===== src/afd_regs.svh =====
`ifndef AFD_REGS_SVH
`define AFD_REGS_SVH
// Overview of operation
// - Mode bit 7 selects async; set (sync) parks both paths
// - Bit 6 selects eight or seven data
// - Bit 5 enables parity generate and check
// - Bit 4 selects even or odd parity
// - Bit 3 selects one or two stops
// - Bit 2 enables multiprocessor bit
// - Prescale zero divides clock by four
// - Divisor register sets bit rate
// - Control bit 5 enables transmit
// - Control bit 4 enables receive
// - Clock source 01 drives clock pin
// - Empty flag low while data waits
// - Full flag set on stored character
// - Overrun sets status bit 5
// - Framing error sets status bit 4
// - Parity error sets status bit 3
// - Done flag low while sending
// - Eight-bit transmit buffer register
// - Eight-bit receive buffer register
// - Pin select routes port or transmit
// - Invert bit flips transmit output
// - Invert bit flips receive input
// - Idle high, start, LSB first, stops
// - Start edge sync, sample eighth tick
// - Flags cleared by zero after read
// - Four requests gated by enables

// Register indices; byte address is four times the index
`define AFD_IDX_PINCTL 16'hFF91
`define AFD_IDX_MODE 16'hFFA8
`define AFD_IDX_BAUD 16'hFFA9
`define AFD_IDX_CTRL 16'hFFAA
`define AFD_IDX_TXBUF 16'hFFAB
`define AFD_IDX_STAT 16'hFFAC
`define AFD_IDX_RXBUF 16'hFFAD

// Frame mode fields
`define AFD_MODE_SEL 7
`define AFD_CHAR_LEN 6
`define AFD_PAR_ON 5
`define AFD_PAR_ODD 4
`define AFD_STOP_LEN 3
`define AFD_MULTIPROC 2

// Control fields
`define AFD_TX_IRQ_EN 7
`define AFD_RX_IRQ_EN 6
`define AFD_TX_EN 5
`define AFD_RX_EN 4
`define AFD_TX_END_IRQ_EN 2
`define AFD_CLK_EXT 1
`define AFD_CLK_INT_OUT 2'h1

// Status fields
`define AFD_TX_EMPTY 7
`define AFD_RX_FULL 6
`define AFD_OVERRUN 5
`define AFD_FRAMING 4
`define AFD_PAR_ERR 3
`define AFD_TX_DONE 2
`define AFD_MULTI_RX 1
`define AFD_MULTI_TX 0
`define AFD_FLAG_LSB 3

// Pin control fields
`define AFD_TX_PIN_SEL 5
`define AFD_TX_INV 3
`define AFD_RX_INV 2
`define AFD_PINCTL_MASK 8'h2C

// Reset values
`define AFD_RST_MODE 8'h00
`define AFD_RST_BAUD 8'hFF
`define AFD_RST_CTRL 8'h00
`define AFD_RST_TXBUF 8'hFF
`define AFD_RST_STAT 8'h84
`define AFD_RST_PINCTL 8'h00

// Timing: prescaler limits give 4 * 4^n clocks per stage
`define AFD_PRE_LIM0 8'h03
`define AFD_PRE_LIM1 8'h0F
`define AFD_PRE_LIM2 8'h3F
`define AFD_PRE_LIM3 8'hFF
`define AFD_SAMPLE_TICK 4'h7
`define AFD_LAST_TICK 4'hF
`define AFD_LAST_BIT8 3'h7
`define AFD_LAST_BIT7 3'h6
`endif


===== src/afd_pkg.sv =====
package afd_pkg;
  typedef enum logic [2:0] {TX_IDLE, TX_START, TX_DATA, TX_PAR, TX_STOP} afd_tx_e;
  typedef enum logic [2:0] {RX_IDLE, RX_START, RX_DATA, RX_PAR, RX_STOP} afd_rx_e;

  // Whole state of the transceiver
  typedef struct packed {
    logic [7:0] mode;
    logic [7:0] baud;
    logic [7:0] ctrl;
    logic [7:0] txbuf;
    logic [7:0] stat;
    logic [7:0] pinctl;
    logic [7:0] rxbuf;
    logic [4:0] seen;
    logic [7:0] pre_cnt;
    logic [7:0] brg_cnt;
    logic os_tick;
    logic [3:0] sck_div;
    logic sck_q1;
    logic sck_q2;
    logic sck_q3;
    logic rx_q1;
    logic rx_q2;
    logic rx_prev;
    afd_tx_e tx_st;
    logic [3:0] tx_cnt;
    logic [2:0] tx_bit;
    logic [7:0] tx_sh;
    logic tx_pbit;
    logic tx_line;
    afd_rx_e rx_st;
    logic [3:0] rx_cnt;
    logic [2:0] rx_bit;
    logic [7:0] rx_sh;
    logic rx_pbit;
    logic waitreq;
    logic [7:0] rdata;
    logic txd;
    logic sck_out;
    logic sck_oe_n;
    logic irq_txe;
    logic irq_tx_done;
    logic irq_rxf;
    logic irq_err;
  } afd_state_s;
endpackage : afd_pkg


===== src/afd_uart.sv =====
// Register access over Avalon-MM was left to the implementer.
`timescale 1ns/1ns
`include "afd_regs.svh"

module afd_uart (
  // Clock, reset, enable
  input wire logic CLK_I,
  input wire logic RST_N_I,
  input wire logic CE_I,
  // Avalon-MM slave
  input wire logic [17:0] AVS_ADDRESS_I,
  input wire logic AVS_READ_I,
  input wire logic AVS_WRITE_I,
  input wire logic [3:0] AVS_BYTEENABLE_I,
  input wire logic [31:0] AVS_WRITEDATA_I,
  output logic [31:0] AVS_READDATA_O,
  output logic AVS_WAITREQUEST_O,
  // Serial pins
  input wire logic RXD_I,
  output logic TXD_O,
  input wire logic PORT_DATA_I,
  input wire logic SCK_I,
  output logic SCK_O,
  output logic SCK_OE_N_O,
  // Interrupt requests
  output logic TX_EMPTY_IRQ_O,
  output logic TX_END_IRQ_O,
  output logic RX_FULL_IRQ_O,
  output logic RX_ERROR_IRQ_O
);

  afd_pkg::afd_state_s s_r;
  afd_pkg::afd_state_s s_nxt;
  logic [15:0] sel;
  logic hit;
  logic wr;
  logic rd;
  logic [7:0] wd;
  logic [7:0] rd_val;
  logic [7:0] pre_lim;
  logic [2:0] last_bit;
  logic tx_go;
  logic tx_end;
  logic [7:0] tx_pay;
  logic rx_on;
  logic rx_line;
  logic smp;
  logic [7:0] rx_data;

  // Bus decode, shared by read mux and write paths
  assign sel = AVS_ADDRESS_I[17:2];
  assign hit = (AVS_ADDRESS_I[1:0] == 2'h0);
  assign wd = AVS_WRITEDATA_I[7:0];
  assign wr = AVS_WRITE_I & ~s_r.waitreq & AVS_BYTEENABLE_I[0] & hit;
  assign rd = AVS_READ_I & ~s_r.waitreq & hit;

  always_comb begin
    s_nxt = s_r;

    // Read mux; unmapped words read zero
    rd_val = 8'h00;
    if (hit) begin
      case (sel)
        `AFD_IDX_PINCTL: rd_val = s_r.pinctl & `AFD_PINCTL_MASK;
        `AFD_IDX_MODE: rd_val = s_r.mode;
        `AFD_IDX_BAUD: rd_val = s_r.baud;
        `AFD_IDX_CTRL: rd_val = s_r.ctrl;
        `AFD_IDX_TXBUF: rd_val = s_r.txbuf;
        `AFD_IDX_STAT: rd_val = s_r.stat;
        `AFD_IDX_RXBUF: rd_val = s_r.rxbuf;
        default: rd_val = 8'h00;
      endcase
    end

    // One wait cycle per access; data captured with it
    if ((AVS_READ_I | AVS_WRITE_I) & s_r.waitreq) begin
      s_nxt.waitreq = 1'b0;
      s_nxt.rdata = rd_val;
    end else begin
      s_nxt.waitreq = 1'b1;
    end

    // Configuration writes
    if (wr) begin
      case (sel)
        `AFD_IDX_PINCTL: s_nxt.pinctl = wd & `AFD_PINCTL_MASK;
        `AFD_IDX_MODE: s_nxt.mode = wd;
        `AFD_IDX_BAUD: s_nxt.baud = wd;
        `AFD_IDX_CTRL: s_nxt.ctrl = wd;
        default: ;
      endcase
    end

    if (rd && sel == `AFD_IDX_STAT) begin
      s_nxt.seen = s_r.seen | s_r.rdata[7:3]; // Exactly what the master was shown
    end

    // zero clears only a seen flag; ones ignored except bit 0, written as given
    if (wr && sel == `AFD_IDX_STAT) begin
      for (int i = 0; i < 5; i++) begin
        if (!wd[i + `AFD_FLAG_LSB] && s_r.seen[i]) begin
          s_nxt.stat[i + `AFD_FLAG_LSB] = 1'b0;
          s_nxt.seen[i] = 1'b0;
        end
      end
      s_nxt.stat[`AFD_MULTI_TX] = wd[`AFD_MULTI_TX];
    end

    // Clock pin synchroniser, third stage for edge
    s_nxt.sck_q1 = SCK_I;
    s_nxt.sck_q2 = s_r.sck_q1;
    s_nxt.sck_q3 = s_r.sck_q2;

    case (s_r.mode[1:0])
      2'h0: pre_lim = `AFD_PRE_LIM0;
      2'h1: pre_lim = `AFD_PRE_LIM1;
      2'h2: pre_lim = `AFD_PRE_LIM2;
      default: pre_lim = `AFD_PRE_LIM3;
    endcase

    // divisor plus one sets tick period
    s_nxt.os_tick = 1'b0;
    if (s_r.ctrl[`AFD_CLK_EXT]) begin
      // External clock runs at sixteen times bit rate
      s_nxt.os_tick = s_r.sck_q2 & ~s_r.sck_q3;
    end else if (s_r.pre_cnt >= pre_lim) begin
      s_nxt.pre_cnt = 8'h00;
      if (s_r.brg_cnt >= s_r.baud) begin // A lowered divisor acts at once
        s_nxt.brg_cnt = 8'h00;
        s_nxt.os_tick = 1'b1;
      end else begin
        s_nxt.brg_cnt = s_r.brg_cnt + 8'h01;
      end
    end else begin
      s_nxt.pre_cnt = s_r.pre_cnt + 8'h01;
    end

    // bit-rate clock out on the clock pin
    if (s_r.os_tick) begin
      s_nxt.sck_div = s_r.sck_div + 4'h1;
    end
    s_nxt.sck_out = s_r.sck_div[3];
    s_nxt.sck_oe_n = ~(s_r.ctrl[1:0] == `AFD_CLK_INT_OUT && !s_r.mode[`AFD_MODE_SEL]);

    last_bit = s_r.mode[`AFD_CHAR_LEN] ? `AFD_LAST_BIT7 : `AFD_LAST_BIT8;

    // sync mode is not built, so it parks both paths
    tx_go = s_r.ctrl[`AFD_TX_EN] & ~s_r.mode[`AFD_MODE_SEL] & ~s_r.stat[`AFD_TX_EMPTY];
    tx_end = s_r.os_tick && s_r.tx_cnt == `AFD_LAST_TICK;
    tx_pay = s_r.mode[`AFD_CHAR_LEN] ? {1'b0, s_r.txbuf[6:0]} : s_r.txbuf;

    // Transmit sequencer
    if (s_r.tx_st != afd_pkg::TX_IDLE && s_r.os_tick) begin
      s_nxt.tx_cnt = s_r.tx_cnt + 4'h1;
    end
    case (s_r.tx_st)
      afd_pkg::TX_IDLE: begin
        if (tx_go) begin
          s_nxt.tx_st = afd_pkg::TX_START;
        end
      end
      afd_pkg::TX_START: begin
        if (tx_end) begin
          s_nxt.tx_st = afd_pkg::TX_DATA;
          s_nxt.tx_bit = 3'h0;
        end
      end
      afd_pkg::TX_DATA: begin
        if (tx_end) begin
          s_nxt.tx_sh = {1'b0, s_r.tx_sh[7:1]};
          s_nxt.tx_bit = s_r.tx_bit + 3'h1;
          if (s_r.tx_bit == last_bit) begin
            s_nxt.tx_bit = 3'h0;
            if (s_r.mode[`AFD_PAR_ON] | s_r.mode[`AFD_MULTIPROC]) begin
              s_nxt.tx_st = afd_pkg::TX_PAR;
            end else begin
              s_nxt.tx_st = afd_pkg::TX_STOP;
            end
          end
        end
      end
      afd_pkg::TX_PAR: begin
        if (tx_end) begin
          s_nxt.tx_st = afd_pkg::TX_STOP;
          s_nxt.tx_bit = 3'h0;
        end
      end
      afd_pkg::TX_STOP: begin
        if (tx_end) begin
          if (s_r.mode[`AFD_STOP_LEN] && s_r.tx_bit == 3'h0) begin
            s_nxt.tx_bit = 3'h1;
          end else if (tx_go) begin
            s_nxt.tx_st = afd_pkg::TX_START;
          end else begin
            s_nxt.tx_st = afd_pkg::TX_IDLE;
            // done once the last stop ends
            s_nxt.stat[`AFD_TX_DONE] = 1'b1;
          end
        end
      end
      default: s_nxt.tx_st = afd_pkg::TX_IDLE;
    endcase

    // move buffer into shifter, buffer empty again
    if (s_nxt.tx_st == afd_pkg::TX_START && s_r.tx_st != afd_pkg::TX_START) begin
      s_nxt.tx_sh = tx_pay;
      s_nxt.tx_cnt = 4'h0;
      s_nxt.tx_pbit = s_r.mode[`AFD_MULTIPROC] ? s_r.stat[`AFD_MULTI_TX] :
                      (^tx_pay) ^ s_r.mode[`AFD_PAR_ODD];
      s_nxt.stat[`AFD_TX_EMPTY] = 1'b1;
      s_nxt.stat[`AFD_TX_DONE] = 1'b0;
    end

    // idle high, start low, LSB first, stops high
    case (s_nxt.tx_st)
      afd_pkg::TX_START: s_nxt.tx_line = 1'b0;
      afd_pkg::TX_DATA: s_nxt.tx_line = s_nxt.tx_sh[0];
      afd_pkg::TX_PAR: s_nxt.tx_line = s_nxt.tx_pbit;
      default: s_nxt.tx_line = 1'b1;
    endcase

    if (wr && sel == `AFD_IDX_TXBUF) begin
      s_nxt.txbuf = wd;
      s_nxt.stat[`AFD_TX_EMPTY] = 1'b0;
    end

    // Receive pin synchroniser
    s_nxt.rx_q1 = RXD_I;
    s_nxt.rx_q2 = s_r.rx_q1;
    rx_line = s_r.rx_q2 ^ s_r.pinctl[`AFD_RX_INV];
    s_nxt.rx_prev = rx_line;

    rx_on = s_r.ctrl[`AFD_RX_EN] & ~s_r.mode[`AFD_MODE_SEL];
    // eighth of sixteen ticks is bit centre
    smp = s_r.os_tick && s_r.rx_cnt == `AFD_SAMPLE_TICK;
    rx_data = s_r.mode[`AFD_CHAR_LEN] ? {1'b0, s_r.rx_sh[7:1]} : s_r.rx_sh;

    // Receive sequencer
    if (s_r.rx_st != afd_pkg::RX_IDLE && s_r.os_tick) begin
      s_nxt.rx_cnt = s_r.rx_cnt + 4'h1;
    end
    case (s_r.rx_st)
      afd_pkg::RX_IDLE: begin
        if (rx_on && s_r.rx_prev && !rx_line) begin
          s_nxt.rx_st = afd_pkg::RX_START;
          s_nxt.rx_cnt = 4'h0;
        end
      end
      afd_pkg::RX_START: begin
        // Glitch filter: high at centre aborts
        if (smp) begin
          s_nxt.rx_st = rx_line ? afd_pkg::RX_IDLE : afd_pkg::RX_DATA;
          s_nxt.rx_bit = 3'h0;
        end
      end
      afd_pkg::RX_DATA: begin
        if (smp) begin
          s_nxt.rx_sh = {rx_line, s_r.rx_sh[7:1]};
          s_nxt.rx_bit = s_r.rx_bit + 3'h1;
          if (s_r.rx_bit == last_bit) begin
            if (s_r.mode[`AFD_PAR_ON] | s_r.mode[`AFD_MULTIPROC]) begin
              s_nxt.rx_st = afd_pkg::RX_PAR;
            end else begin
              s_nxt.rx_st = afd_pkg::RX_STOP;
            end
          end
        end
      end
      afd_pkg::RX_PAR: begin
        if (smp) begin
          s_nxt.rx_pbit = rx_line;
          s_nxt.rx_st = afd_pkg::RX_STOP;
        end
      end
      afd_pkg::RX_STOP: begin
        if (smp) begin
          s_nxt.rx_st = afd_pkg::RX_IDLE;
          if (s_r.stat[`AFD_RX_FULL]) begin
            s_nxt.stat[`AFD_OVERRUN] = 1'b1;
          end else begin
            s_nxt.rxbuf = rx_data;
            s_nxt.stat[`AFD_RX_FULL] = 1'b1;
            // low stop bit is a framing error
            if (!rx_line) begin
              s_nxt.stat[`AFD_FRAMING] = 1'b1;
            end
            // parity check against odd or even
            if (s_r.mode[`AFD_PAR_ON] && !s_r.mode[`AFD_MULTIPROC] &&
                s_r.rx_pbit != ((^rx_data) ^ s_r.mode[`AFD_PAR_ODD])) begin
              s_nxt.stat[`AFD_PAR_ERR] = 1'b1;
            end
            if (s_r.mode[`AFD_MULTIPROC]) begin
              s_nxt.stat[`AFD_MULTI_RX] = s_r.rx_pbit;
            end
          end
        end
      end
      default: s_nxt.rx_st = afd_pkg::RX_IDLE;
    endcase
    if (!rx_on) begin
      s_nxt.rx_st = afd_pkg::RX_IDLE;
    end

    // pin carries port data or serial output
    s_nxt.txd = s_r.pinctl[`AFD_TX_PIN_SEL] ?
                (s_nxt.tx_line ^ s_r.pinctl[`AFD_TX_INV]) : PORT_DATA_I;

    s_nxt.irq_txe = s_r.ctrl[`AFD_TX_IRQ_EN] & s_r.stat[`AFD_TX_EMPTY];
    s_nxt.irq_tx_done = s_r.ctrl[`AFD_TX_END_IRQ_EN] & s_r.stat[`AFD_TX_DONE];
    s_nxt.irq_rxf = s_r.ctrl[`AFD_RX_IRQ_EN] & s_r.stat[`AFD_RX_FULL];
    s_nxt.irq_err = s_r.ctrl[`AFD_RX_IRQ_EN] & (|s_r.stat[5:3]);
  end

  // State register; reset wins over enable, enable low freezes everything else
  always_ff @(posedge CLK_I) begin
    if (!RST_N_I) begin
      s_r <= '0;
      s_r.mode <= `AFD_RST_MODE;
      s_r.baud <= `AFD_RST_BAUD;
      s_r.ctrl <= `AFD_RST_CTRL;
      s_r.txbuf <= `AFD_RST_TXBUF;
      s_r.stat <= `AFD_RST_STAT;
      s_r.pinctl <= `AFD_RST_PINCTL;
      s_r.sck_q1 <= 1'b1;
      s_r.sck_q2 <= 1'b1;
      s_r.sck_q3 <= 1'b1;
      s_r.rx_q1 <= 1'b1;
      s_r.rx_q2 <= 1'b1;
      s_r.rx_prev <= 1'b1;
      s_r.tx_line <= 1'b1;
      s_r.waitreq <= 1'b1;
      s_r.sck_oe_n <= 1'b1;
    end else if (CE_I) begin
      s_r <= s_nxt;
    end
  end

  // Outputs straight from state
  assign AVS_READDATA_O = {24'h000000, s_r.rdata};
  assign AVS_WAITREQUEST_O = s_r.waitreq;
  assign TXD_O = s_r.txd;
  assign SCK_O = s_r.sck_out;
  assign SCK_OE_N_O = s_r.sck_oe_n;
  assign TX_EMPTY_IRQ_O = s_r.irq_txe;
  assign TX_END_IRQ_O = s_r.irq_tx_done;
  assign RX_FULL_IRQ_O = s_r.irq_rxf;
  assign RX_ERROR_IRQ_O = s_r.irq_err;

endmodule : afd_uart


===== config.mk =====
export PLATFORM = sky130hd
export DESIGN_NAME = afd_uart
export DESIGN_NICKNAME = d
export VERILOG_FILES = /design/src/afd_pkg.sv /design/src/afd_uart.sv
export VERILOG_INCLUDE_DIRS = /design/src /design/src/src
export SDC_FILE = /design/constraint.sdc
export NUM_CORES = 1
export LEC_CHECK = 0
export BUFFER_PORTS_ARGS = -buffer_cell sky130_fd_sc_hd__buf_2
export CORE_ASPECT_RATIO = 1.5
export CORE_MARGIN = 4
export CORE_UTILIZATION = 61
export CTS_BUF_LIST = sky130_fd_sc_hd__clkbuf_8
export DETAILED_ROUTE_END_ITERATION = 12
export PLACE_DENSITY = 0.92
export SYNTH_ARGS = -nofsm -noshare
export SYNTH_HDL_FRONTEND = slang
export SYNTH_SLANG_ARGS = --single-unit

===== constraint.sdc =====
create_clock -name CLK_I -period 3.2 [get_ports CLK_I]
set_input_delay 0.16 -clock CLK_I [delete_from_list [all_inputs] [get_ports CLK_I]]
set_output_delay 0.16 -clock CLK_I [all_outputs]
set_load 0.01 [all_outputs]

==> metrics.md, run 1 <==
| Metric | Value |
|---|---|
| Slew HR | 0.528 |
| Gr ovfl total | 0 |
| Root Driver | clkbuf_8 |
| Post-synthesis mux area share | 0.0959 |
| Clk pwr share | 0.412 |
| Register area share after synthesis | 0.380 |
| Slew @ Worst Pin | 0.689 ns |
| Worst setup startpoint | AVS_WAITREQUEST_O$_SDFFE_PN1P_ |
| CP Data Arrival Time | 2.81 ns |
| Status | finished, final reports clean |
| Synth Warn # | 0 |
| Fin Setup TNS | 0 ns |
| DR iter-0 viols | 611 |
| Final setup violation count | 0 |
| Post-cts sizing count | 0 |
| Endpoints failing hold | 0 |
| XOR/XNOR Fraction of Synth Area | 0.0473 |
| Hold_buf cts | 5 |
| Final RePlAce weighted congestion | just over 0.9 |
| Worst-skew pair later-pin latency | 0.47 ns |
| Max cap viols | 0 |
| CTS HTree Levels | 4 |
| Number of filler cells placed in the layout | approximately 900 |
| Top-Level Pins | 102 |
| HP Start | AVS_WRITEDATA_I[7] |
| Adder-cell share of the synthesized area | 0.0381 |
| CP startpoint kind | register |
| RSZ-0062 raised after global routing | false |
| Wire per inst | 17.4 um |
| Synth Area in Simple Gates | 0.226 |
| Multi-input logic area | roughly 4100 um^2 |
| Share of layout cells above drive strength 1 | 0.130 |
| Power Density | 416 nW/um^2 |
| Post-synthesis compound-gate area fraction | 0.144 |
| First-pass iteration count of the detailed router | 7 |
| Syn Area/Cell | about 8.6 um^2 |
| Worst setup EP type | register |
| Vias per cell | 6.11 |
| Synth Flop Type | dfxtp_1 |
| Detail Placement HPWL | 12.5 mm |
| Port buffer count | 50 |
| Hold WC Path Type | in2reg |
| Initial antenna violation count | 0 |
| Leakage | between 3 and 4 nW |
| Fmax | 0.403 GHz |
| Worst VDD drop | 310 uV |
| Drt drc | 0 |
| Fin crit period | around 2.5 ns |
| Gr usage total | 0.266 |
| Mapped Cells | between 800 and 900 |
| Synth cell types | between 60 and 70 |
| Async set-reset flop share out of synthesis | 0 |
| Syn Std Cell Area | 7220 um^2 |
| Global-route wire length before repair | approximately 30 mm |
| Gate power share | 0.058 |
| Worst r2r src | AVS_WAITREQUEST_O$_SDFFE_PN1P_ |
| Vias | ~6,300 |
| CP max FO | 9 |
| Core area | 11,500 um^2 |
| Nets@finish | 957 |
| Area delta synth->final | 8.40% |
| Tcrit/Tclk final | 0.775 |
| Die height | 141 um |
| P_sw | between 0.8 and 0.9 mW |
| Pin count of the biggest net entering global routing | between 50 and 60 |
| Inserted Diodes | 0 |
| Main combinational cell family by area after synthesis | simple AND/OR/NAND/NOR gates |
| Clock buffer depth | 2 |
| Fin util | 0.679 |
| Cell internal pwr | about 2.4 mW |
| Die Width | 96.9 um |
| # clock sinks | 137 |
| Fraction of power spent switching nets | 0.266 |
| Total setup buffers inserted after CTS | 0 |
| Reg power frac | 0.530 |
| Clock Skews | 0.0168 ns |
| Initial core utilization | 0.627 |
| Worst path required time | 3.53 ns |
| Register area | 2740 um^2 |
| CP Class | reg2reg |
| Total Wirelength | 18.0 mm |
| Clock Pin Slew Worst Setup and Hold Paths | 0.08 ns |
| Pins Over Slew Limit | 0 |
| TritonCTS Buffers | 17 |
| DIE AREA | 13,700 um^2 |
| ANT nets after route | 0 |
| CTS tree | done |
| Flop and latch count out of synthesis | 137 |
| Largest cells by area after synthesis | dfxtp_1, mux2i_1, nand2_1 |
| Leading area contributor after synthesis | dfxtp_1 |
| Vias in the first global route | 6,168 |
| Post-synth EDFFs | 0 |
| Top-area cell type share of the netlist area | 0.380 |
| # rows | 48 |
[through the flow]
step	total power [mW]	hold slack (ns)	setup WS [ns]	area, um^2	cells
CTS	3.26	0.00328	0.763	7830	1036
global route	3.34	0.0384	0.556	7830	1036
detailed placement	1.94	0.381	0.773	7420	999
finish	3.26	0.0126	0.719	7830	1036
global placement	1.94	0.374	0.860	7420	999
floorplan	1.90	0.285	1.08	7310	864
[sequential cells by signal, indices dropped and copies added, names as in the netlist]
| register | flops |
|---|---|
| s_r | 117 |
| AVS_READDATA_O | 8 |
| s_nxt | 4 |
| AVS_WAITREQUEST_O | 1 |
| RX_ERROR_IRQ_O | 1 |
| RX_FULL_IRQ_O | 1 |
| SCK_O | 1 |
| SCK_OE_N_O | 1 |
| TXD_O | 1 |
| TX_EMPTY_IRQ_O | 1 |
| TX_END_IRQ_O | 1 |
[power by group through the flow]
stage	sequential, mW	combinational [mW]	clock (mW)
2_1_floorplan	1.76	0.135	0
3_3_place_gp	1.77	0.175	0
3_5_place_dp	1.77	0.178	0
4_1_cts	1.73	0.184	1.35
5_1_grt	1.73	0.204	1.41
6_report	1.73	0.188	1.34
[synthesized netlist by cell type, types with 3 or more instances]
cell,number
a211oi_1,11
a21o_1,5
a21oi_1,51
a222oi_1,5
a22oi_1,7
a31o_2,3
a31oi_1,5
and2_1,10
and3_1,8
and4_1,4
buf_1,5
buf_2,7
buf_4,35
clkbuf_1,27
dfxtp_1,137
ha_1,22
inv_1,22
mux2i_1,49
mux4_2,8
nand2_1,95
nand2b_1,16
nand3_1,34
nand3b_1,9
nand4_1,10
nand4b_1,6
nor2_1,86
nor2b_1,7
nor3_1,13
nor3b_1,4
o211a_1,6
o211ai_1,4
o21a_1,3
o21ai_0,41
o22ai_1,3
o31ai_1,3
or3_1,6
xnor2_1,24
xor2_1,15
[critical path: stages (launching register included)]
cell,delay [ns]
dfxtp_1,0.34
nor4b_2,0.29
and3_1,0.31
nor4b_4,0.44
nand3_1,0.53
mux2i_1,0.32
nand2_1,0.10
[metal layers]
metal | wire length, um | share of wire | global-route usage | vias to the layer above
li1 | - | - | - | 2973
met1 | 6590 | 0.37 | 0.295 | 2969
met2 | 9150 | 0.51 | 0.466 | 302
met3 | 1220 | 0.068 | 0.0576 | 82
met4 | 1060 | 0.059 | 0.158 | 0
met5 | 0 | 0 | 0 | -
[cell families after synthesis]
group	after synthesis
simple gates	324
compound gates	163
flops	137
buf+inv	96
mux	59
xor+xnor	39
fa+ha+maj	22
other cells	1
[cell type report]
class / instances / area share
multi-input cells: 631 / 0.520
flip-flops and latches: 137 / 0.350
repair buffers: 64 / 0.0486
clock buffers: 17 / 0.0299
well taps: 150 / 0.0240
clock inverters: 15 / 0.0166
inverters: 22 / 0.0105
[final timing paths]
| path | slack [ns] | depth (start not counted) | endpoint |
|---|---|---|---|
| max | 0.72 | 6 | s_r[115]$_SDFFE_PN1P_ |
| min reg2reg | 0.47 | 2 | TX_EMPTY_IRQ_O$_SDFFE_PN0P_ |
| max reg2reg | 0.72 | 6 | s_r[115]$_SDFFE_PN1P_ |
| min | 0.01 | 3 | s_r[126]$_SDFFE_PN0P_ |
[cell usage in the layout, fill, tap and decap left out, drive strengths merged, types with 4 or more instances in the layout]
cell type / count
xor2: 15
nand2: 96
o211a: 6
or3: 6
a21o: 5
inv: 25
and4: 4
clkinv: 6
and2: 11
xnor2: 24
dfxtp: 137
nor2b: 7
nor3: 15
nand3: 35
a222oi: 5
a211oi: 12
clkbuf: 17
a22oi: 7
mux4: 8
conb: 24
o21ai: 42
nor3b: 4
nand4: 10
clkinvlp: 5
mux2i: 49
nand2b: 16
o211ai: 4
a21oi: 51
buf: 59
nor2: 86
and3: 8
a31o: 4
nand4b: 6
nand3b: 9
a31oi: 5
ha: 22
dlygate4sd3: 5
Note: power is estimated with default switching activity, not from simulation.
==> run 2, diff against run 1 <==
Settings changed: ABC_AREA set to 1, CORE_UTILIZATION 61 to 54, PLACE_DENSITY 0.92 to 0.87.
Clock period 3.2 ns to 2.05 ns, I/O delays scaled along.
==> run 2 against run 1 <==
Via count is 10% higher. Clock power is 86% higher. Die area up 11%. Maximum frequency increased by 27%. Power up 70%. Clock-buffer cell count grew 3. First-iteration DRC count grew 5.1%. Sequential share of layout area is 1.4 points lower.
==> metrics.md, run 2 <==
| Metric | Value |
|---|---|
| Pin count of the biggest net entering global routing | just over 80 |
| # rows | between 50 and 60 |
| Final worst slack | between 0.09 and 0.1 ns |
| Nets@finish | approximately 1,100 |
| Share of layout cells above drive strength 1 | 0.147 |
| Clock buffer depth | 2 |
| ANT nets after route | 0 |
| CTS HTree Levels | 4 |
| Detail Placement HPWL | 13.5 mm |
| Tcrit/Tclk final | 0.953 |
| Synth Warn # | 0 |
| Top reg by flops | s_r |
| Gr ovfl total | 0 |
| Worst VDD drop | between 300 and 400 uV |
| CP Class | reg2reg |
| Global-route wire length before repair | 30.1 mm |
| Die height | 149 um |
| Synth cell types | 46 |
| CP Data Arrival Time | 2.29 ns |
| P_sw | 1.33 mW |
| Fin crit period | slightly below 2 ns |
| Flop and latch count out of synthesis | 137 |
| Vias in the first global route | 6,486 |
| Gr usage total | 0.248 |
| CP startpoint kind | register |
| Top-area cell type share of the netlist area | 0.383 |
| Worst path required time | 2.39 ns |
| Vias per cell | 5.70 |
| Final setup violation count | 0 |
| Slew HR | 0.593 |
| First-pass iteration count of the detailed router | 6 |
| Status | finished, final reports clean |
| Slew @ Worst Pin | slightly above 0.6 ns |
| Post-synth EDFFs | 0 |
| Leakage | 3.57 nW |
| Power Density | approximately 680 nW/um^2 |
| Pins Over Slew Limit | 0 |
| Clk pwr share | 0.449 |
| TritonCTS Buffers | 17 |
| Endpoints failing hold | 0 |
| Register area share after synthesis | 0.383 |
| Syn Std Cell Area | 7160 um^2 |
| Leading area contributor after synthesis | dfxtp_1 |
| Largest cells by area after synthesis | dfxtp_1, nand2_1, o21ai_0 |
| Clock Skews | 0.0191 ns |
| Mapped Cells | 982 |
| Hold WS | 0.0166 ns |
| Vias | 6,967 |
| DR iter-0 viols | 642 |
| Die Width | between 100 and 150 um |
| Commonest non-fill, non-tap cell in the layout | nand2_1 |
| Fmax | 0.512 GHz |
| Top-Level Pins | 102 |
| DIE AREA | around 15,000 um^2 |
| Port buffer count | 50 |
| Gate power share | 0.064 |
| Cell with the most instances after synthesis | nand2_1 |
| Initial core utilization | 0.550 |
| Async set-reset flop share out of synthesis | 0 |
| Drt drc | 0 |
| Final RePlAce weighted congestion | 0.938 |
| Hold WC Path Type | in2reg |
| Synth top cells by count | nand2_1, dfxtp_1, inv_1, nor2_1, o21ai_0 |
| Wire per inst | about 16 um |
| CTS tree | done |
| Most frequent cells in the layout | nand2_1, dfxtp_1, inv_1 |
| Worst-skew pair later-pin latency | 0.45 ns |
| Initial antenna violation count | 0 |
| Core area | 13,000 um^2 |
| Setup WS pre-CTS | -0.000617 ns |
| Cell internal pwr | 4.22 mW |
| Root Driver | clkbuf_8 |
| Total Wirelength | 19.1 mm |
| # clock sinks | 137 |
| Clock Pin Slew Worst Setup and Hold Paths | 0.08 ns |
| Max reg flops | 117 |
| Reg power frac | 0.487 |
| Inserted Diodes | 0 |
| Worst setup EP type | register |
| Synth Flop Type | dfxtp_1 |
| Area delta synth->final | 14.4% |
| Fraction of power spent switching nets | 0.240 |
| CP max FO | 4 |
| Syn Area/Cell | 7.29 um^2 |
| Max cap viols | 0 |
run 2: final timing paths:
kind                              start                    to  slack [ns]  cells past startpoint
setup reg to reg  s_r[136]$_SDFFE_PN0P_  s_r[73]$_SDFFE_PN0P_         0.1                     13
setup / recovery  s_r[136]$_SDFFE_PN0P_  s_r[73]$_SDFFE_PN0P_         0.1                     13
hold reg to reg    s_r[42]$_SDFFE_PN0P_  s_r[42]$_SDFFE_PN0P_        0.45                      2
hold / removal              PORT_DATA_I    TXD_O$_SDFFE_PN0P_        0.02                      5
run 2: logic make-up (layout without fill, tap and decap cells):
kind of cell / count (synthesis) / count (layout) / synth area share
buffers and inverters: 183 / 242 / 0.117
adder cells (fa/ha/maj): 22 / 22 / 0.0385
other: 1 / 24 / 0.000524
AO/OA/AOI/OAI: 234 / 234 / 0.185
flip-flops: 137 / 137 / 0.383
XOR/XNOR: 30 / 30 / 0.0367
AND/OR/NAND/NOR: 375 / 375 / 0.239
run 2: per-layer routing:
layer,global-route usage,up-vias,part of all wire
li1,-,3376,-
met1,0.284,3182,0.38
met2,0.435,324,0.50
met3,0.0351,85,0.065
met4,0.135,0,0.052
met5,0,-,0
run 2: cell type report:
class                           instances  area, um^2
Inverter                              121         457
Tap cell                              159         199
Sequential cell                       137        2760
Fill cell                            1109        4830
Clock buffer                           20         275
Multi-Input combinational cell        685        3720
Clock inverter                         12         174
Timing Repair Buffer                   89         612
run 2: power groups by stage:
| stage | logic, mW | registers [mW] | clock network, mW |
|---|---|---|---|
| detailed placement | 0.326 | 2.77 | 0 |
| floorplan | 0.238 | 2.77 | 0 |
| finish | 0.354 | 2.70 | 2.49 |
| CTS | 0.343 | 2.71 | 2.49 |
| global placement | 0.320 | 2.77 | 0 |
| global route | 0.392 | 2.71 | 2.60 |
run 2: what timing repair did:
item | CTS | global route
setup buffers | 0 | 6
endpoints found under the setup margin | 2 | 12
hold endpoints to repair | 14 | 0
hold buffers | 10 | 0
resized for setup | 1 | 32
pin swaps | 0 | 9
run 2: critical path, stage by stage, from the launching register on:
cell and delay [ns]:
dfxtp_4 0.40, nor2_4 0.04, ha_1 0.31, nand3_1 0.11, nand2_1 0.07, nand4_1 0.06
nand2_1 0.09, inv_2 0.05, nor2_4 0.14, buf_6 0.12, nand4_1 0.11, nor2_1 0.17
buf_4 0.12, a21oi_1 0.05
run 2: per-stage QoR:
step	util	power [mW]	area [um^2]	TNS (ns)	instances
after floorplan	-	3.01	7240	0	1005
after global placement	0.577	3.09	7510	0	1175
after detailed placement	0.577	3.09	7510	-0.000617	1175
after CTS	0.619	5.54	8060	0	1217
after global routing	0.629	5.70	8190	-0.123	1223
final	0.629	5.55	8190	0	1223
==> run 3, diff against run 2 <==
Settings changed: CORE_MARGIN 4 to 5, SETUP_SLACK_MARGIN set to 0.1.
==> run 3 against run 2 <==
Die area increased by 3.3%. Clock-buffer cell count unchanged. Maximum frequency increased by 2.4%. Cell area increased by 0.17%. First-iteration DRC count decreased by 14%. Sequential share of layout area decreased by 0.072 points. Critical path depth unchanged. Power decreased by 6.9%. Via count about the same. Wire length increased by 0.12%. Hold slack improved by 0.0046 ns. Critical endpoint is now s_r[71]$_SDFFE_PN0P_.
==> metrics.md, run 3 (synthesis results as in run 2) <==
| Metric | Value |
|---|---|
| Clock buffer depth | 2 |
| Hold WC Path Type | in2reg |
| Pwr Total | around 5.2 mW |
| Number of filler cells placed in the layout | approximately 1,100 |
| Leakage | 3.58 nW |
| DR iter-0 viols | 553 |
| Core area | 13,000 um^2 |
| Share of layout cells above drive strength 1 | 0.154 |
| Initial core utilization | 0.550 |
| Max reg flops | about 120 |
| Die height | 151 um |
| Fmax | approximately 0.52 GHz |
| Global-route wire length before repair | 30.3 mm |
| Pins Over Slew Limit | 0 |
| DIE AREA | 15,700 um^2 |
| Worst setup EP type | register |
| Inserted Diodes | 0 |
| Worst path required time | 2.39 ns |
| Clock Skews | ~0.01 ns |
| CTS HTree Levels | 4 |
| Commonest non-fill, non-tap cell in the layout | nand2_1 |
| Vias | between 6,000 and 7,000 |
| Slew HR | 0.580 |
| RSZ-0062 raised after global routing | true |
| Die Width | 104 um |
| Top reg by flops | s_r |
| Crit path max-delay family | simple AND/OR/NAND/NOR gates |
| Setup WS pre-CTS | around 0.017 ns |
| Fin crit period | between 1.5 and 2 ns |
| Final RePlAce weighted congestion | around 0.95 |
| Crit path cell chain | nor2_4, ha_4, a21oi_1, nand2_2, nand4_1, nand2_1, inv_2, nor2_4, buf_6, nand4_1, buf_4, xor2_1, nor2_1 |
| Initial antenna violation count | 0 |
| Power Density | 629 nW/um^2 |
| Max cap viols | 0 |
| Worst VDD drop | approximately 500 uV |
| Root Driver | clkbuf_8 |
| Critical path's largest stage delay | 0.37 ns |
| Most frequent cells in the layout | nand2_1, dfxtp_1, inv_1 |
| CP max FO | 4 |
| First-pass iteration count of the detailed router | 5 |
| Drt drc | 0 |
| CP Class | reg2reg |
| Detail Placement HPWL | around 14 mm |
| Register area | 2750 um^2 |
| Port buffer count | 50 |
| CTS tree | done |
| Buf/Inv on CP | 3 |
| Worst path slowest cell | dfxtp_4 |
| # clock sinks | between 100 and 150 |
| Pin count of the biggest net entering global routing | 44 |
| Top-Level Pins | 102 |
| Status | finished, final reports clean |
| Area delta synth->final | 14.6% |
| Endpoints failing hold | 0 |
| Clock Pin Slew Worst Setup and Hold Paths | around 0.080 ns |
| Vias in the first global route | 6,568 |
| Gr usage total | 0.237 |
| Gr ovfl total | 0 |
| TritonCTS Buffers | 17 |
| CP startpoint kind | register |
| ANT nets after route | 0 |
| Tcrit/Tclk final | 0.931 |
| Multi-input logic area | 3760 um^2 |
| Worst-skew pair later-pin latency | 0.44 ns |
| CP Data Arrival Time | 2.25 ns |
| # rows | 51 |
| Final setup violation count | 0 |
| Vias per cell | 5.68 |
| Wire per inst | 15.6 um |
| Total Wirelength | 19.1 mm |
| Final worst slack | ~0.14 ns |
| Nets@finish | 1,140 |
| Slew @ Worst Pin | roughly 0.63 ns |
run 3: path summary, 6_finish.rpt:
| kind | depth (start not counted) | from | slack (ns) | endpoint |
|---|---|---|---|---|
| max | 13 | s_r[136]$_SDFFE_PN0P_ | 0.14 | s_r[71]$_SDFFE_PN0P_ |
| min | 5 | PORT_DATA_I | 0.02 | TXD_O$_SDFFE_PN0P_ |
| max reg2reg | 13 | s_r[136]$_SDFFE_PN0P_ | 0.14 | s_r[71]$_SDFFE_PN0P_ |
| min reg2reg | 2 | s_r[42]$_SDFFE_PN0P_ | 0.46 | s_r[42]$_SDFFE_PN0P_ |
run 3: final cells by class:
cell class | instances | area share
Clock buffer | 20 | 0.0336
Clock inverter | 12 | 0.0122
Inverter | 121 | 0.0557
Multi-Input combinational cell | 685 | 0.459
Sequential cell | 137 | 0.336
Tap cell | 159 | 0.0242
Timing Repair Buffer | 94 | 0.0798
run 3: where the power goes:
group	leakage (nW)	switching [mW]	internal, mW
clock network	0.201	1.05	1.05
registers	1.11	0.0203	2.68
logic	2.26	0.245	0.120
total	3.58	1.31	3.85
run 3: worst register-to-register path, stage by stage (launching register included):
cell and delay (ns):
dfxtp_4 0.37, nor2_4 0.16, ha_4 0.22, a21oi_1 0.16
nand2_2 0.08, nand4_1 0.09, nand2_1 0.07, inv_2 0.07
nor2_4 0.05, buf_6 0.12, nand4_1 0.09, buf_4 0.12
xor2_1 0.14, nor2_1 0.06
run 3: timing repair:
action / CTS / global route
resized for setup: 4 / 32
hold buffers: 10 / 0
endpoints found under the setup margin: 4 / 26
buffers inserted: 0 / 10
pin swaps: 0 / 13
endpoints found under the hold margin: 13 / 0
run 3: metal layers:
layer,routed length [um],up-vias,global-route usage,share of wire
met1,7150,3207,0.255,0.37
met4,1030,0,0.139,0.054
met5,0,-,0,0
li1,-,3371,-,-
met2,9800,299,0.436,0.51
met3,1150,93,0.0392,0.060
run 3: stage by stage:
step,setup TNS [ns],cell area (um^2),utilization,hold WS (ns),instances
final,0,8200,0.630,0.0212,1228
after global routing,-0.0340,8200,0.630,0.0251,1228
after CTS,0,8010,0.616,0.0115,1218
after detailed placement,0,7530,0.578,0.322,1176
after global placement,0,7530,0.578,0.315,1176
after floorplan,0,7240,-,0.229,1005
